File: src/pkg/thermal_ctrl_pkg.sv
package thermal_ctrl_pkg;
   // ---------------------------------------------------------------
   // register map
   // ---------------------------------------------------------------
   localparam int ADDR_W = 12;
   localparam logic [11:0] THERMAL_CTRL_FIRST_OFS = 12'hcd8;
   localparam logic [11:0] THERMAL_CTRL_SECOND_OFS = 12'hcd9;
   localparam logic [7:0] THERMAL_CTRL_FIRST_RST = 8'h00;
   localparam logic [7:0] THERMAL_CTRL_SECOND_RST = 8'h00;
   localparam logic [7:0] UNMAPPED_READ = 8'h00;

   // ---------------------------------------------------------------
   // field positions, first register
   // ---------------------------------------------------------------
   localparam int POWER_EN_BIT = 7;
   localparam int ANALOG_HYST_BIT = 6;
   localparam int DIG_HYST_LSB = 2;
   localparam int DIG_HYST_MSB = 5;
   localparam int CMP_SEL_BIT = 1;
   localparam int SEMAPHORE_BIT = 0;

   // ---------------------------------------------------------------
   // field positions, second register
   // ---------------------------------------------------------------
   localparam int RATE_LSB = 0;
   localparam int RATE_MSB = 3;
   localparam logic [3:0] RATE_ANALOG_MODE = 4'h0;
   localparam logic [3:0] SECOND_RSVD = 4'h0;

   // comparator select encodings
   localparam logic CMP_CATASTROPHIC = 1'b0;
   localparam logic CMP_HOT = 1'b1;
endpackage

File: src/pkg/thermal_sem_if.sv
`timescale 1ns/1ps
// carrier between register block and ownership semaphore
interface thermal_sem_if;
   logic read_hit;
   logic clear_req;
   logic sem_state;
   modport ctrl (output read_hit, output clear_req, input sem_state);
   modport sem (input read_hit, input clear_req, output sem_state);
endinterface

File: src/hw/thermal_sem.sv
`timescale 1ns/1ps
module thermal_sem
   import thermal_ctrl_pkg::*;
(
   // clock and reset, low while either the platform reset or the main reset is low
   input wire logic core_clk_i,
   input wire logic sem_rst_n_i,
   // register side
   thermal_sem_if.sem sem_if
);
   logic ownership_semaphore_reg;
   logic ownership_semaphore_next;

   // -----------------------------------------------------------------
   // read sets, write of one clears; set wins on a tie
   // -----------------------------------------------------------------
   always_comb begin
      ownership_semaphore_next = ownership_semaphore_reg;
      if (sem_if.clear_req) begin
         ownership_semaphore_next = 1'b0;
      end
      if (sem_if.read_hit) begin
         ownership_semaphore_next = 1'b1;
      end
   end

   // only platform reset and main reset touch this bit
   always_ff @(posedge core_clk_i or negedge sem_rst_n_i) begin
      if (!sem_rst_n_i) begin
         ownership_semaphore_reg <= THERMAL_CTRL_FIRST_RST[SEMAPHORE_BIT];
      end else begin
         ownership_semaphore_reg <= ownership_semaphore_next;
      end
   end

   assign sem_if.sem_state = ownership_semaphore_reg;

   // -----------------------------------------------------------------
   // checks
   // -----------------------------------------------------------------
   a_sem_read_sets: assert property (@(posedge core_clk_i) disable iff (!sem_rst_n_i)
      sem_if.read_hit |=> ownership_semaphore_reg)
      else $error("semaphore not set after read");
   a_sem_clear_one: assert property (@(posedge core_clk_i) disable iff (!sem_rst_n_i)
      (sem_if.clear_req && !sem_if.read_hit) |=> !ownership_semaphore_reg)
      else $error("semaphore not cleared by write of one");
   a_sem_hold_idle: assert property (@(posedge core_clk_i) disable iff (!sem_rst_n_i)
      (!sem_if.clear_req && !sem_if.read_hit) |=> $stable(ownership_semaphore_reg))
      else $error("semaphore changed without access");
endmodule

File: src/hw/thermal_ctrl_regs.sv
`timescale 1ns/1ps
module thermal_ctrl_regs
   import thermal_ctrl_pkg::*;
(
   // clock and resets
   input wire logic core_clk_i,
   input wire logic nrst_i,
   input wire logic platform_reset_n_i,
   // register access port
   input wire logic [11:0] reg_addr_i,
   input wire logic reg_wr_i,
   input wire logic reg_rd_i,
   input wire logic [7:0] reg_wdata_i,
   output logic [7:0] reg_rdata_o,
   output logic reg_rvalid_o,
   // lock from the lock control register
   input wire logic lock_active_i,
   // sensor controls
   output logic sensor_power_enable_o,
   output logic analog_hyst_enable_o,
   output logic [3:0] digital_hyst_amount_o,
   output logic comparator_select_o,
   output logic [3:0] thermometer_rate_o,
   output logic analog_mode_o,
   // comparator mux
   input wire logic cat_cmp_i,
   input wire logic hot_cmp_i,
   output logic cmp_out_o,
   // trip threshold with digital hysteresis
   input wire logic [7:0] trip_temp_i,
   input wire logic tripped_i,
   output logic [7:0] trip_threshold_o
);
   // nrst_i is the main power-good reset domain
   logic sem_rst_n;
   thermal_sem_if sem_bus ();

   // first register fields (bits 7:1)
   logic power_en_reg;
   logic power_en_next;
   logic analog_hyst_reg;
   logic analog_hyst_next;
   logic [3:0] dig_hyst_reg;
   logic [3:0] dig_hyst_next;
   logic cmp_sel_reg;
   logic cmp_sel_next;
   // second register field
   logic [3:0] rate_reg;
   logic [3:0] rate_next;
   // read path
   logic [7:0] rdata_reg;
   logic [7:0] rdata_next;
   logic rvalid_reg;
   logic rvalid_next;
   // derived datapath
   logic cmp_out_reg;
   logic cmp_out_next;
   logic [7:0] trip_thr_reg;
   logic [7:0] trip_thr_next;

   logic first_hit;
   logic second_hit;

   // offset added to a trip point once tripped, saturating at the top
   function automatic logic [7:0] hyst_threshold(input logic [7:0] base,
                                                 input logic [3:0] amount,
                                                 input logic hit);
      logic [8:0] sum;
      sum = {1'b0, base} + (hit ? {5'h00, amount} : 9'h000);
      return sum[8] ? 8'hff : sum[7:0];
   endfunction

   // -----------------------------------------------------------------
   // address decode and semaphore hookup
   // -----------------------------------------------------------------
   assign first_hit = (reg_addr_i == THERMAL_CTRL_FIRST_OFS);
   assign second_hit = (reg_addr_i == THERMAL_CTRL_SECOND_OFS);
   // semaphore also falls with the main reset, a full reset clears all
   assign sem_rst_n = nrst_i & platform_reset_n_i;
   assign sem_bus.read_hit = reg_rd_i & first_hit;
   assign sem_bus.clear_req = reg_wr_i & first_hit & reg_wdata_i[SEMAPHORE_BIT];

   thermal_sem u_sem (
      .core_clk_i(core_clk_i),
      .sem_rst_n_i(sem_rst_n),
      .sem_if(sem_bus)
   );

   // -----------------------------------------------------------------
   // control field next values
   // -----------------------------------------------------------------
   always_comb begin
      power_en_next = power_en_reg;
      analog_hyst_next = analog_hyst_reg;
      dig_hyst_next = dig_hyst_reg;
      cmp_sel_next = cmp_sel_reg;
      rate_next = rate_reg;
      if (reg_wr_i && first_hit) begin
         analog_hyst_next = reg_wdata_i[ANALOG_HYST_BIT];
         dig_hyst_next = reg_wdata_i[DIG_HYST_MSB:DIG_HYST_LSB];
         // locked fields keep their value
         if (!lock_active_i) begin
            power_en_next = reg_wdata_i[POWER_EN_BIT];
            cmp_sel_next = reg_wdata_i[CMP_SEL_BIT];
         end
      end
      // rate field is lockable as well
      if (reg_wr_i && second_hit && !lock_active_i) begin
         rate_next = reg_wdata_i[RATE_MSB:RATE_LSB];
      end
   end

   // bits 7:1 and the second register sit on the power-good reset only
   always_ff @(posedge core_clk_i or negedge nrst_i) begin
      if (!nrst_i) begin
         power_en_reg <= THERMAL_CTRL_FIRST_RST[POWER_EN_BIT];
         analog_hyst_reg <= THERMAL_CTRL_FIRST_RST[ANALOG_HYST_BIT];
         dig_hyst_reg <= THERMAL_CTRL_FIRST_RST[DIG_HYST_MSB:DIG_HYST_LSB];
         cmp_sel_reg <= THERMAL_CTRL_FIRST_RST[CMP_SEL_BIT];
         rate_reg <= THERMAL_CTRL_SECOND_RST[RATE_MSB:RATE_LSB];
      end else begin
         power_en_reg <= power_en_next;
         analog_hyst_reg <= analog_hyst_next;
         dig_hyst_reg <= dig_hyst_next;
         cmp_sel_reg <= cmp_sel_next;
         rate_reg <= rate_next;
      end
   end

   // -----------------------------------------------------------------
   // read path, one cycle after the strobe
   // -----------------------------------------------------------------
   always_comb begin
      rvalid_next = reg_rd_i;
      rdata_next = rdata_reg;
      if (reg_rd_i) begin
         if (first_hit) begin
            // semaphore shows its value before this read sets it
            rdata_next = {power_en_reg, analog_hyst_reg, dig_hyst_reg,
                          cmp_sel_reg, sem_bus.sem_state};
         end else if (second_hit) begin
            rdata_next = {SECOND_RSVD, rate_reg};
         end else begin
            rdata_next = UNMAPPED_READ;
         end
      end
   end

   always_ff @(posedge core_clk_i or negedge nrst_i) begin
      if (!nrst_i) begin
         rdata_reg <= 8'h00;
         rvalid_reg <= 1'b0;
      end else begin
         rdata_reg <= rdata_next;
         rvalid_reg <= rvalid_next;
      end
   end

   // -----------------------------------------------------------------
   // sensor datapath; the semaphore feeds none of it
   // -----------------------------------------------------------------
   always_comb begin
      // gated on power so an unpowered sensor reports nothing
      cmp_out_next = power_en_reg & ((cmp_sel_reg == CMP_HOT) ? hot_cmp_i : cat_cmp_i);
      trip_thr_next = hyst_threshold(trip_temp_i, dig_hyst_reg, tripped_i);
   end

   always_ff @(posedge core_clk_i or negedge nrst_i) begin
      if (!nrst_i) begin
         cmp_out_reg <= 1'b0;
         trip_thr_reg <= 8'h00;
      end else begin
         cmp_out_reg <= cmp_out_next;
         trip_thr_reg <= trip_thr_next;
      end
   end

   // -----------------------------------------------------------------
   // outputs
   // -----------------------------------------------------------------
   assign reg_rdata_o = rdata_reg;
   assign reg_rvalid_o = rvalid_reg;
   assign sensor_power_enable_o = power_en_reg;
   assign analog_hyst_enable_o = analog_hyst_reg;
   assign digital_hyst_amount_o = dig_hyst_reg;
   assign comparator_select_o = cmp_sel_reg;
   assign thermometer_rate_o = rate_reg;
   assign analog_mode_o = (rate_reg == RATE_ANALOG_MODE);
   assign cmp_out_o = cmp_out_reg;
   assign trip_threshold_o = trip_thr_reg;

   // -----------------------------------------------------------------
   // checks
   // -----------------------------------------------------------------
   a_lock_power_hold: assert property (@(posedge core_clk_i) disable iff (!nrst_i)
      (reg_wr_i && first_hit && lock_active_i) |=> $stable(power_en_reg) && $stable(cmp_sel_reg))
      else $error("locked field changed on write");
   a_power_write: assert property (@(posedge core_clk_i) disable iff (!nrst_i)
      (reg_wr_i && first_hit && !lock_active_i) |=> power_en_reg == $past(reg_wdata_i[7]))
      else $error("sensor power enable did not take write");
   a_cmp_sel_write: assert property (@(posedge core_clk_i) disable iff (!nrst_i)
      (reg_wr_i && first_hit && !lock_active_i) |=> cmp_sel_reg == $past(reg_wdata_i[1]))
      else $error("comparator select did not take write");
   a_hyst_write: assert property (@(posedge core_clk_i) disable iff (!nrst_i)
      (reg_wr_i && first_hit) |=> dig_hyst_reg == $past(reg_wdata_i[5:2])
                                  && analog_hyst_reg == $past(reg_wdata_i[6]))
      else $error("hysteresis fields did not take write");
   a_sem_read_pair: assert property (@(posedge core_clk_i) disable iff (!sem_rst_n)
      (reg_rd_i && first_hit) ##1 (reg_rd_i && first_hit && !reg_wr_i)
      |=> reg_rvalid_o && reg_rdata_o[0])
      else $error("second semaphore read did not return one");
   a_sem_read_value: assert property (@(posedge core_clk_i) disable iff (!sem_rst_n)
      (reg_rd_i && first_hit) |=> reg_rdata_o[0] == $past(sem_bus.sem_state))
      else $error("semaphore read value wrong");
   a_second_layout: assert property (@(posedge core_clk_i) disable iff (!nrst_i)
      (reg_rd_i && second_hit) |=> reg_rdata_o[7:4] == 4'h0 && reg_rdata_o[3:0] == $past(rate_reg))
      else $error("second register read wrong");
   a_first_fields: assert property (@(posedge core_clk_i) disable iff (!nrst_i)
      (reg_rd_i && first_hit) |=> reg_rdata_o[7:1] == $past({power_en_reg, analog_hyst_reg,
                                                             dig_hyst_reg, cmp_sel_reg}))
      else $error("first register read wrong");
   a_mode_select: assert property (@(posedge core_clk_i) disable iff (!nrst_i)
      analog_mode_o == (thermometer_rate_o == 4'h0))
      else $error("analog mode flag wrong");
   a_cmp_mux: assert property (@(posedge core_clk_i) disable iff (!nrst_i)
      ##1 cmp_out_o == $past(power_en_reg & (cmp_sel_reg ? hot_cmp_i : cat_cmp_i)))
      else $error("comparator output wrong");
endmodule

File: config.mk
export PLATFORM = sky130hd
export DESIGN_NAME = thermal_ctrl_regs
export DESIGN_NICKNAME = d
export VERILOG_FILES = /design/src/pkg/thermal_ctrl_pkg.sv /design/src/pkg/thermal_sem_if.sv /design/src/hw/thermal_sem.sv /design/src/hw/thermal_ctrl_regs.sv
export SDC_FILE = /design/constraint.sdc
export NUM_CORES = 1
export LEC_CHECK = 0
export ABC_AREA = 0
export BUFFER_PORTS_ARGS = -buffer_cell sky130_fd_sc_hd__buf_2
export CORE_AREA = 3 3 67 69
export CTS_CLUSTER_DIAMETER = 120
export DETAILED_ROUTE_END_ITERATION = 8
export DIE_AREA = 0 0 70 72
export PLACE_DENSITY_LB_ADDON = 0.12
export SLEW_MARGIN = 20
export SYNTH_ARGS = -nofsm -noshare
export SYNTH_HDL_FRONTEND = slang
export SYNTH_HIERARCHICAL = 1
export SYNTH_SLANG_ARGS = --single-unit
File: constraint.sdc
create_clock -name core_clk_i -period 2.6 [get_ports core_clk_i]
set_input_delay 0.52 -clock core_clk_i [delete_from_list [all_inputs] [get_ports core_clk_i]]
set_output_delay 0.52 -clock core_clk_i [all_outputs]
set_load 0.03 [all_outputs]
==> results.txt, run 1 <==
Num CTS Buffers - 5
mean post-synth cell area - 11.5 sq um
worst slew pin tran - 0.657 ns
Ys Warns - 6
sequential share of the synthesized area - 51.2%
final cycle utilization of the critical path - 82.7%
Yosys top cell by area - dfrtp_1
1st-pass router iterations - 4
status - completed
power density cells - 527 nW/um^2
Post-Route Skew - 0.00435 ns
initial antenna violation count - 0
number of nets still failing antenna checks after routing - 0
Crit Path Max Fanout - 4
worst hold-check path type - in -> async
top achievable clock speed - 0.465 GHz
I/O pin cnt - 67
Final Net Count - 241
share of the synthesized area in the top cell type - 51.2%
switching portion of total power - 23.2%
Async S/R FF share, synth - 100%
most common cell after layout, fill and taps aside - buf_2
Final Hold Violating Endpoints - 0
grt total ovfl - 0
clk_lat worst skew - 0.28 ns
internal power - 0.794 mW
Setup TNS - 0 ns
final setup fails - 0
r2r setup slk - 0.45 ns
DR iter-0 viols - 36
Reg power frac - 46.1%
Max-cap violations - 0
# hold bufs at CTS - 0
Area growth syn-to-layout - 34.0%
Max VDD drop - 0.000379 V
mapped cell area - 1470 sq um
die area - 5040 sq um
Worst EP arrival - 2.32 ns
Clock Sinks - 30
Post-synth EDFFs - 0
Worst EP required - 2.77 ns
syn_nets - 169
clock-pin transition on the worst setup and hold timing paths - 0.07 ns
Via density - 4.86
crit path time final - 2.15 ns
# diodes - 0
Yosys cell types - 34
cells on worst reg2reg path - 7
post-synthesis register bit count - 30
Via Count - 1216
post-detail-place hpwl - 2720 microns
IO buf count - 66
# DRC - 0
vias in the first global route - 1301
core area - 3970 sq um
Leak Pwr - 1.05 nW
fin. max-slew vios - 0
worst-case headroom to the max-slew limit - 56.2%
Starting Density - 36.9%
Comb pwr share - 9.2%
GPL Wtd Cong - 0.786
die width - 70 microns
Worst R2R Start - digital_hyst_amount_o[0]
first-pass GRT wire length - 6150 microns
Crit. End Element - flip-flop
CTS Root Cell - clkbuf_8
Cells after Synth - 127
post_cts resized - 0
ranking of synthesized cells by area - dfrtp_1 (51%), mux2_2 (11%), ha_1 (3.4%), o21ai_0 (3.4%), nor4_4 (2.9%)
clock power share - 44.7%
critical path class - reg -> reg
CP startpoint kind - flip-flop
RSZ-0062 raised after global routing - no
TritonCTS clock tree - built
r2r endpoint - trip_threshold_o[6]
H-tree Lvls - 2
commonest cells after routing, fill and taps aside - buf_2 (66), dfrtp_1 (30), mux2_2 (14)
Post-Route WL - 3500 microns
Psw - 0.240 mW
share of cells above drive strength 1 - 47.0%
DR WL/cell - 14.0 microns
CTS max path bufs - 2
Die H - 72 microns
Final Util - 49.4%
gr usage total - 15.5%
Std-Cell Rows - 23
top_reg_cell synth - dfrtp_1
largest net degree at the start of global routing - 31
Post-CTS Setup Inserts - 0
flip-flops by register name, summed over array words and instances (netlist names):
name and count:
analog_hyst_enable_o 1, cmp_out_o 1, comparator_select_o 1, digital_hyst_amount_o 4, reg_rdata_o 8, reg_rvalid_o 1, sensor_power_enable_o 1, thermometer_rate_o 4
trip_threshold_o 8, u_sem/sem_if.sem_state 1
kinds of logic (layout without fill, tap and decap cells):
group / count (synthesis) / count (layout) / synth area share (%)
simple gates: 45 / 45 / 20.5
compound gates: 18 / 18 / 7.09
xor+xnor: 1 / 1 / 0.598
fa+ha+maj: 5 / 5 / 4.78
mux: 17 / 17 / 13.0
flops: 30 / 30 / 51.2
buf+inv: 11 / 84 / 2.82
worst max-delay path by stage:
stage                                   startpoint  depth (start not counted)             endpoint  slack (ns)
after floorplan           digital_hyst_amount_o[0]                          7  trip_threshold_o[6]        0.47
after global placement                   tripped_i                          8  trip_threshold_o[6]        0.28
after detailed placement                 tripped_i                          8  trip_threshold_o[6]        0.22
after CTS                 digital_hyst_amount_o[0]                          7  trip_threshold_o[6]        0.45
after global routing      digital_hyst_amount_o[0]                          7  trip_threshold_o[6]        0.32
final                     digital_hyst_amount_o[0]                          7  trip_threshold_o[6]        0.45
routing by layer:
metal  up-vias  part of all wire (%)  GRT usage, %
met5         -                     0             0
met4         0                   1.8          6.38
met3         6                   8.1          5.82
met2        48                    45          24.4
met1       566                    45          19.2
li1        596                     -             -
cell type report:
| class | instances | area (sq um) |
|---|---|---|
| Fill cell | 401 | 2010 |
| Clock buffer | 5 | 68.8 |
| Inverter | 10 | 37.5 |
| Timing Repair Buffer | 66 | 330 |
| Clock inverter | 3 | 40.0 |
| Tap cell | 50 | 62.6 |
| Sequential cell | 30 | 751 |
| Multi-Input combinational cell | 86 | 673 |
power by group through the flow:
stage / Combinational, mW / Clock [mW] / Sequential, mW
after floorplan: 0.0229 / 0 / 0.502
after CTS: 0.0970 / 0.478 / 0.477
after detailed placement: 0.0967 / 0 / 0.485
final: 0.0950 / 0.462 / 0.477
after global placement: 0.0938 / 0 / 0.485
after global routing: 0.106 / 0.505 / 0.477
synth_stat cells, types with 2 or more instances:
cell,n
mux2_2,14
mux2_1,2
ha_1,4
nor2_1,2
and3_1,2
nand3_1,8
nor3_1,3
inv_1,10
nor4_4,2
o21ai_0,10
nand2b_1,3
nand2_1,5
and2_1,6
a21o_1,2
dfrtp_1,30
nand4b_1,2
a21oi_1,3
nand3b_1,2
or2_2,2
per-stage QoR:
stage | setup slack (ns) | hold WS (ns) | power (mW) | instances | cell area, sq um
after global placement | 0.285 | 0.399 | 0.579 | 242 | 1850
after floorplan | 0.470 | 0.224 | 0.525 | 127 | 1470
after global routing | 0.321 | 0.0929 | 1.09 | 250 | 1960
final | 0.450 | 0.101 | 1.03 | 250 | 1960
after CTS | 0.449 | 0.0933 | 1.05 | 250 | 1960
after detailed placement | 0.224 | 0.408 | 0.582 | 242 | 1850
critical path, cell delays in order (launching register included):
cell and delay, ns:
dfrtp_1 0.41, and2_1 0.15, ha_1 0.20, fa_1 0.41
a21o_1 0.21, a21oi_1 0.28, nor2_1 0.10, mux2_2 0.27
Note: power is estimated with default switching activity, not from simulation.
==> run 2: changes to the inputs <==
Settings changed: ABC_AREA 0 to 1, CORE_AREA 3 3 67 69 to 3 3 69 71, DIE_AREA 0 0 70 72 to 0 0 72 74.
Clock period 2.6 ns to 2.25 ns, I/O delays scaled along.
==> run 2 against run 1 <==
  * Final cell count increased by 25%
  * Synthesized cell count rose by 49%
  * Global-route usage fell by 0.098 points
  * Clock-buffer cell count increased by 1
  * Critical path depth up 1
  * Sequential cell count is the same
  * Clock power up 18%
==> results.txt, run 2 <==
final setup fails - 0 (unchanged)
die area - 5330 sq um (+5.7%)
mean post-synth cell area - 8.23 sq um (-29%)
# hold bufs at CTS - 0 (unchanged)
RSZ-0062 raised after global routing - no
# diodes - 0 (unchanged)
area post-placement - 1930 sq um (+4.3%)
final instance area - 2050 sq um (+4.3%)
Yosys top cell by area - dfrtp_1
most common library cells after synthesis - nand2_1 (58), inv_1 (31), dfrtp_1 (30)
Max VDD drop - 0.000251 V (-34%)
final cycle utilization of the critical path - 82.7% (about the same)
cell family with most CP delay - adder cells
initial antenna violation count - 0 (unchanged)
Num CTS Buffers - 5 (unchanged)
DR iter-0 viols - 57 (+58%)
Bufs and invs on worst path - 1 (+1)
biggest cell delay along the critical path - 0.42 ns (about the same)
Clock Sinks - 30 (unchanged)
core area - 4290 sq um (+8.1%)
Post-CTS Setup Inserts - 0 (unchanged)
Final Hold Violating Endpoints - 0 (unchanged)
critical-path cell list - nand2_1, inv_1, ha_1, fa_1, nand3_1, nand2_1, nand4_1, o21ai_0
top_reg_cell synth - dfrtp_1
number of nets still failing antenna checks after routing - 0 (unchanged)
Via Count - 1436 (+18%)
worst hold-check path type - in -> async
H-tree Lvls - 2 (unchanged)
Cells after Synth - 189 (+49%)
most frequent cell after synthesis - nand2_1
Leak Pwr - 1.23 nW (+17%)
post-synthesis register bit count - 30 (unchanged)
clock-pin transition on the worst setup and hold timing paths - 0.06 ns (about the same)
Via density - 4.60 (-5.4%)
worst slew pin tran - 0.655 ns (-0.00213 ns)
fin. max-slew vios - 0 (unchanged)
Async S/R FF share, synth - 100% (unchanged)
Area growth syn-to-layout - 31.6%
status - completed
Crit. End Element - flip-flop
Post-synth EDFFs - 0 (unchanged)
Worst EP arrival - 2.00 ns (-0.32 ns)
ranking of synthesized cells by area - dfrtp_1 (48%), nand2_1 (14%), inv_1 (7.5%), nand3_1 (4.2%), nand4_1 (4.0%)
share of the synthesized area in the top cell type - 48.3% (-3.0 points)
Crit Path Max Fanout - 7 (+3)
I/O pin cnt - 67 (unchanged)
Max-cap violations - 0 (unchanged)
first-pass GRT wire length - 6210 microns (+0.91%)
post_cts resized - 0 (unchanged)
Die H - 74 microns (+2.8%)
syn_nets - 231 (+37%)
most common cell after layout, fill and taps aside - buf_2
1st-pass router iterations - 5 (+1)
Setup TNS - 0 ns (unchanged)
CP max stage cell - dfrtp_1
CTS max path bufs - 2 (unchanged)
Post-Route Skew - 0.00381 ns (-0.000538 ns)
# DRC - 0 (unchanged)
CP startpoint kind - flip-flop
DR WL/cell - 11.4 microns (-19%)
Final Util - 47.7% (-1.8 points)
post-detail-place hpwl - 2800 microns (+2.9%)
commonest cells after routing, fill and taps aside - buf_2 (66), nand2_1 (58), inv_1 (31)
Power Total - 1.21 mW (+17%)
Post-Route WL - 3550 microns (+1.5%)
Std-Cell Rows - 24 (+4.3%)
gr usage total - 15.4% (-0.098 points)
Ys Warns - 6 (unchanged)
GPL Wtd Cong - 0.818 (+4.0%)
largest net degree at the start of global routing - 31 (unchanged)
power density cells - 593 nW/um^2 (+13%)
share of cells above drive strength 1 - 34.2% (-13 points)
CTS Root Cell - clkbuf_8
sequential share of the synthesized area - 48.3% (-3.0 points)
Starting Density - 36.2% (-0.68 points)
Worst EP required - 2.39 ns (-0.38 ns)
mapped cell area - 1560 sq um (+6.1%)
grt total ovfl - 0 (unchanged)
clk_lat worst skew - 0.28 ns (about the same)
Final Net Count - 302 (+25%)
Yosys cell types - 25 (-26%)
TritonCTS clock tree - built
worst-case headroom to the max-slew limit - 56.4% (+0.14 points)
die width - 72 microns (+2.9%)
IO buf count - 66 (unchanged)
vias in the first global route - 1408 (+8.2%)
Crit path top cell by count - nand2_1
top achievable clock speed - 0.538 GHz (+16%)
crit path time final - 1.86 ns (-0.290 ns)
worst hold margin - 0.0184 ns (-0.0825 ns)
critical path class - reg -> reg
-- run 2: cell count changes in the layout (fill, tap and decap cells not counted), sizes merged, moves of 3 or more --
cell and change:
nand2 +52, inv +22, mux2 -16, nand3 +10, nand4 +9, nor2 +9
and2 -5, o21ai +4, nand2b -3, nor3 -3
-- run 2: routing by layer --
layer | up-vias | part of all wire [%] | GRT usage [%]
met5 | - | 0 | 0
met3 | 9 | 7.8 | 3.24
met4 | 0 | 2.0 | 8.14
met2 | 51 | 48 | 26.8
li1 | 735 | - | -
met1 | 641 | 42 | 17.8
-- run 2: worst paths after layout --
path                                          endpoint                startpoint  slack (ns)  depth (start not counted)
worst max-delay path               trip_threshold_o[2]  digital_hyst_amount_o[0]        0.39                          8
worst min-delay path            u_sem/sem_if.sem_state        platform_reset_n_i        0.02                          3
worst max register to register     trip_threshold_o[2]  digital_hyst_amount_o[0]        0.39                          8
worst min register to register          reg_rdata_o[7]            reg_rdata_o[7]        0.48                          2
max in group asynchronous       u_sem/sem_if.sem_state                    nrst_i        1.60                          3
min in group core_clk_i                      cmp_out_o                 hot_cmp_i        0.40                          3
-- run 2: cell families after synthesis --
logic type / count (synthesis) / synth area share [%]
AOI/OAI and AO/OA: 16 / 6.36
buffers and inverters: 36 / 9.57
DFF: 30 / 48.3
adders and majority gates: 5 / 4.51
and+or+nand+nor: 102 / 31.3
-- run 2: through the flow --
step / instances / setup slack [ns]
after floorplan: 189 / 0.267
after global placement: 305 / 0.268
after detailed placement: 305 / 0.196
after CTS: 312 / 0.347
after global routing: 312 / 0.192
final: 312 / 0.390
-- run 2: tightest hold or removal path: stages --
cell and delay [ns]:
buf_2 0.08, nand2_1 0.04, inv_1 0.05
-- run 2: layout make-up --
cell class	count	area (sq um)
clock buffers	6	82.6
inverters	33	125
fillers	461	2250
multi-input cells	123	656
well taps	52	65.1
repair buffers	67	338
clock inverters	1	30.0
flip-flops and latches	30	751
-- run 2: power breakdown --
group	total (mW)	switching, mW	internal [mW]
sequential	0.551	0.00291	0.548
combinational	0.116	0.0740	0.0423
clock	0.547	0.193	0.354
==> run 3: changes to the inputs <==
Clock period 2.25 ns to 1.9 ns, I/O delays scaled along.
==> run 3 against run 2 <==
  * Register-to-register slack lost 0.23 ns
  * Routed wire length up 1.5%
  * Largest power group unchanged
  * Combinational power up 22%
  * Sequential cell count unchanged
  * Clock skew up 0.00090 ns
  * Maximum frequency grew 7.1%
  * Critical endpoint is now trip_threshold_o[4]
  * Total power rose by 8.6%
  * Clock power shrank 4.0%
  * Largest cell class unchanged
==> results.txt, run 3 (synthesis gave the netlist of run 2 again) <==
status - completed
Worst R2R Start - digital_hyst_amount_o[0]
Area growth syn-to-layout - 33.1%
crit path time final - 1.74 ns (-0.124 ns)
first-pass GRT wire length - 6050 microns (-2.6%)
1st-pass router iterations - 4 (-1)
core area - 4290 sq um (unchanged)
Post-Route WL - 3600 microns (+1.5%)
post-detail-place hpwl - 2890 microns (+3.4%)
Crit. End Element - flip-flop
top achievable clock speed - 0.576 GHz (+7.1%)
Max VDD drop - 0.000236 V (-5.8%)
Worst EP required - 2.04 ns (-0.35 ns)
Starting Density - 36.2% (unchanged)
Leak Pwr - 1.24 nW (+0.85%)
# diodes - 0 (unchanged)
Bufs and invs on worst path - 1 (unchanged)
DR iter-0 viols - 66 (+16%)
Die H - 74 microns (unchanged)
Power Total - 1.32 mW (+8.6%)
final cycle utilization of the critical path - 91.4% (+8.7 points)
clock-pin transition on the worst setup and hold timing paths - 0.06 ns (about the same)
Final Net Count - 306 (+1.3%)
critical-path cell list - nand2_1, inv_1, ha_1, fa_2, nand3_1, nand2_1, nand4_1, nand3_1
Via Count - 1451 (+1.0%)
H-tree Lvls - 2 (unchanged)
clk_lat worst skew - 0.27 ns (about the same)
GPL Wtd Cong - 0.812 (-0.64%)
Num CTS Buffers - 5 (unchanged)
Clock Sinks - 30 (unchanged)
Crit Path Max Fanout - 7 (unchanged)
cell family with most CP delay - simple AND/OR/NAND/NOR gates
worst-case headroom to the max-slew limit - 56.3% (-0.057 points)
Post-CTS Setup Inserts - 0 (unchanged)
worst hold margin - 0.131 ns (+0.113 ns)
Worst EP arrival - 1.88 ns (-0.12 ns)
commonest cells after routing, fill and taps aside - buf_2 (66), nand2_1 (58), inv_1 (31)
worst hold-check path type - in -> async
fin. max-slew vios - 0 (unchanged)
IO buf count - 66 (unchanged)
TritonCTS clock tree - built
largest net degree at the start of global routing - 31 (unchanged)
worst slew pin tran - 0.655 ns (+0.000856 ns)
initial antenna violation count - 0 (unchanged)
Std-Cell Rows - 24 (unchanged)
Max-cap violations - 0 (unchanged)
I/O pin cnt - 67 (unchanged)
vias in the first global route - 1408 (unchanged)
share of cells above drive strength 1 - 35.8% (+1.6 points)
cells on worst reg2reg path - 8 (unchanged)
number of nets still failing antenna checks after routing - 0 (unchanged)
critical path class - reg -> reg
r2r endpoint - trip_threshold_o[4]
biggest cell delay along the critical path - 0.42 ns (about the same)
CTS max path bufs - 2 (unchanged)
Post-Route Skew - 0.00471 ns (+0.000900 ns)
die area - 5330 sq um (unchanged)
CP max stage cell - dfrtp_1
CTS Root Cell - clkbuf_8
Final Hold Violating Endpoints - 0 (unchanged)
grt total ovfl - 0 (unchanged)
most common cell after layout, fill and taps aside - buf_2
CP startpoint kind - flip-flop
gr usage total - 14.7% (-0.69 points)
r2r setup slk - 0.16 ns (-0.23 ns)
# DRC - 0 (unchanged)
power density cells - 637 nW/um^2 (+7.3%)
DR WL/cell - 11.4 microns (-0.14%)
final setup fails - 0 (unchanged)
die width - 72 microns (unchanged)
Via density - 4.58 (-0.55%)
RSZ-0062 raised after global routing - no
-- run 3: how the worst max path moves through the flow --
stage                              from                  end  slack [ns]  cells past startpoint
3_3_place_gp                  tripped_i  trip_threshold_o[2]        0.03                      9
3_5_place_dp                  tripped_i  trip_threshold_o[2]       -0.01                      9
2_1_floorplan  digital_hyst_amount_o[0]  trip_threshold_o[2]        0.10                      8
4_1_cts        digital_hyst_amount_o[0]  trip_threshold_o[2]        0.06                      8
5_1_grt        digital_hyst_amount_o[0]  trip_threshold_o[3]       0.003                      8
6_report       digital_hyst_amount_o[0]  trip_threshold_o[4]        0.16                      8
-- run 3: power by group --
group | total (mW) | internal (mW) | switching (mW)
logic | 0.141 | 0.0523 | 0.0887
clock network | 0.525 | 0.291 | 0.235
registers | 0.652 | 0.649 | 0.00322
-- run 3: metal layers --
metal	routed length (microns)	vias to the layer above	track usage [%]
li1	-	753	-
met1	1570	650	17.8
met2	1720	44	25.3
met3	272	4	3.78
met4	40	0	5.64
met5	0	-	0
-- run 3: final cells by class --
cell class | count | area (sq um)
sequential | 30 | 751
fill | 450 | 2220
inverter | 33 | 125
multi-input combinational | 123 | 664
clock buffer | 6 | 82.6
timing repair buffer | 71 | 370
tap | 52 | 65.1
clock inverter | 2 | 12.5
-- run 3: worst reg2reg max path, cell delays in order, from the launching register on --
cell and delay, ns:
dfrtp_1 0.42, nand2_1 0.07, inv_1 0.04, ha_1 0.20
fa_2 0.35, nand3_1 0.11, nand2_1 0.07, nand4_1 0.23
nand3_1 0.11
-- run 3: what timing repair did --
item / CTS / global route
setup endpoints to repair: 0 / 7
gates resized for setup: 0 / 2
hold endpoints to repair: 1 / 0
hold buffers: 1 / 0
-- run 3: through the flow --
step                TNS, ns  area, sq um  utilization, %  instances  setup WS [ns]
floorplan                 0         1560               -        189          0.104
global placement          0         1960            45.7        308         0.0266
detailed placement  -0.0124         1960            45.7        308        -0.0124
CTS                       0         2070            48.2        317         0.0573
global route              0         2070            48.2        317        0.00301
finish                    0         2070            48.2        317          0.163
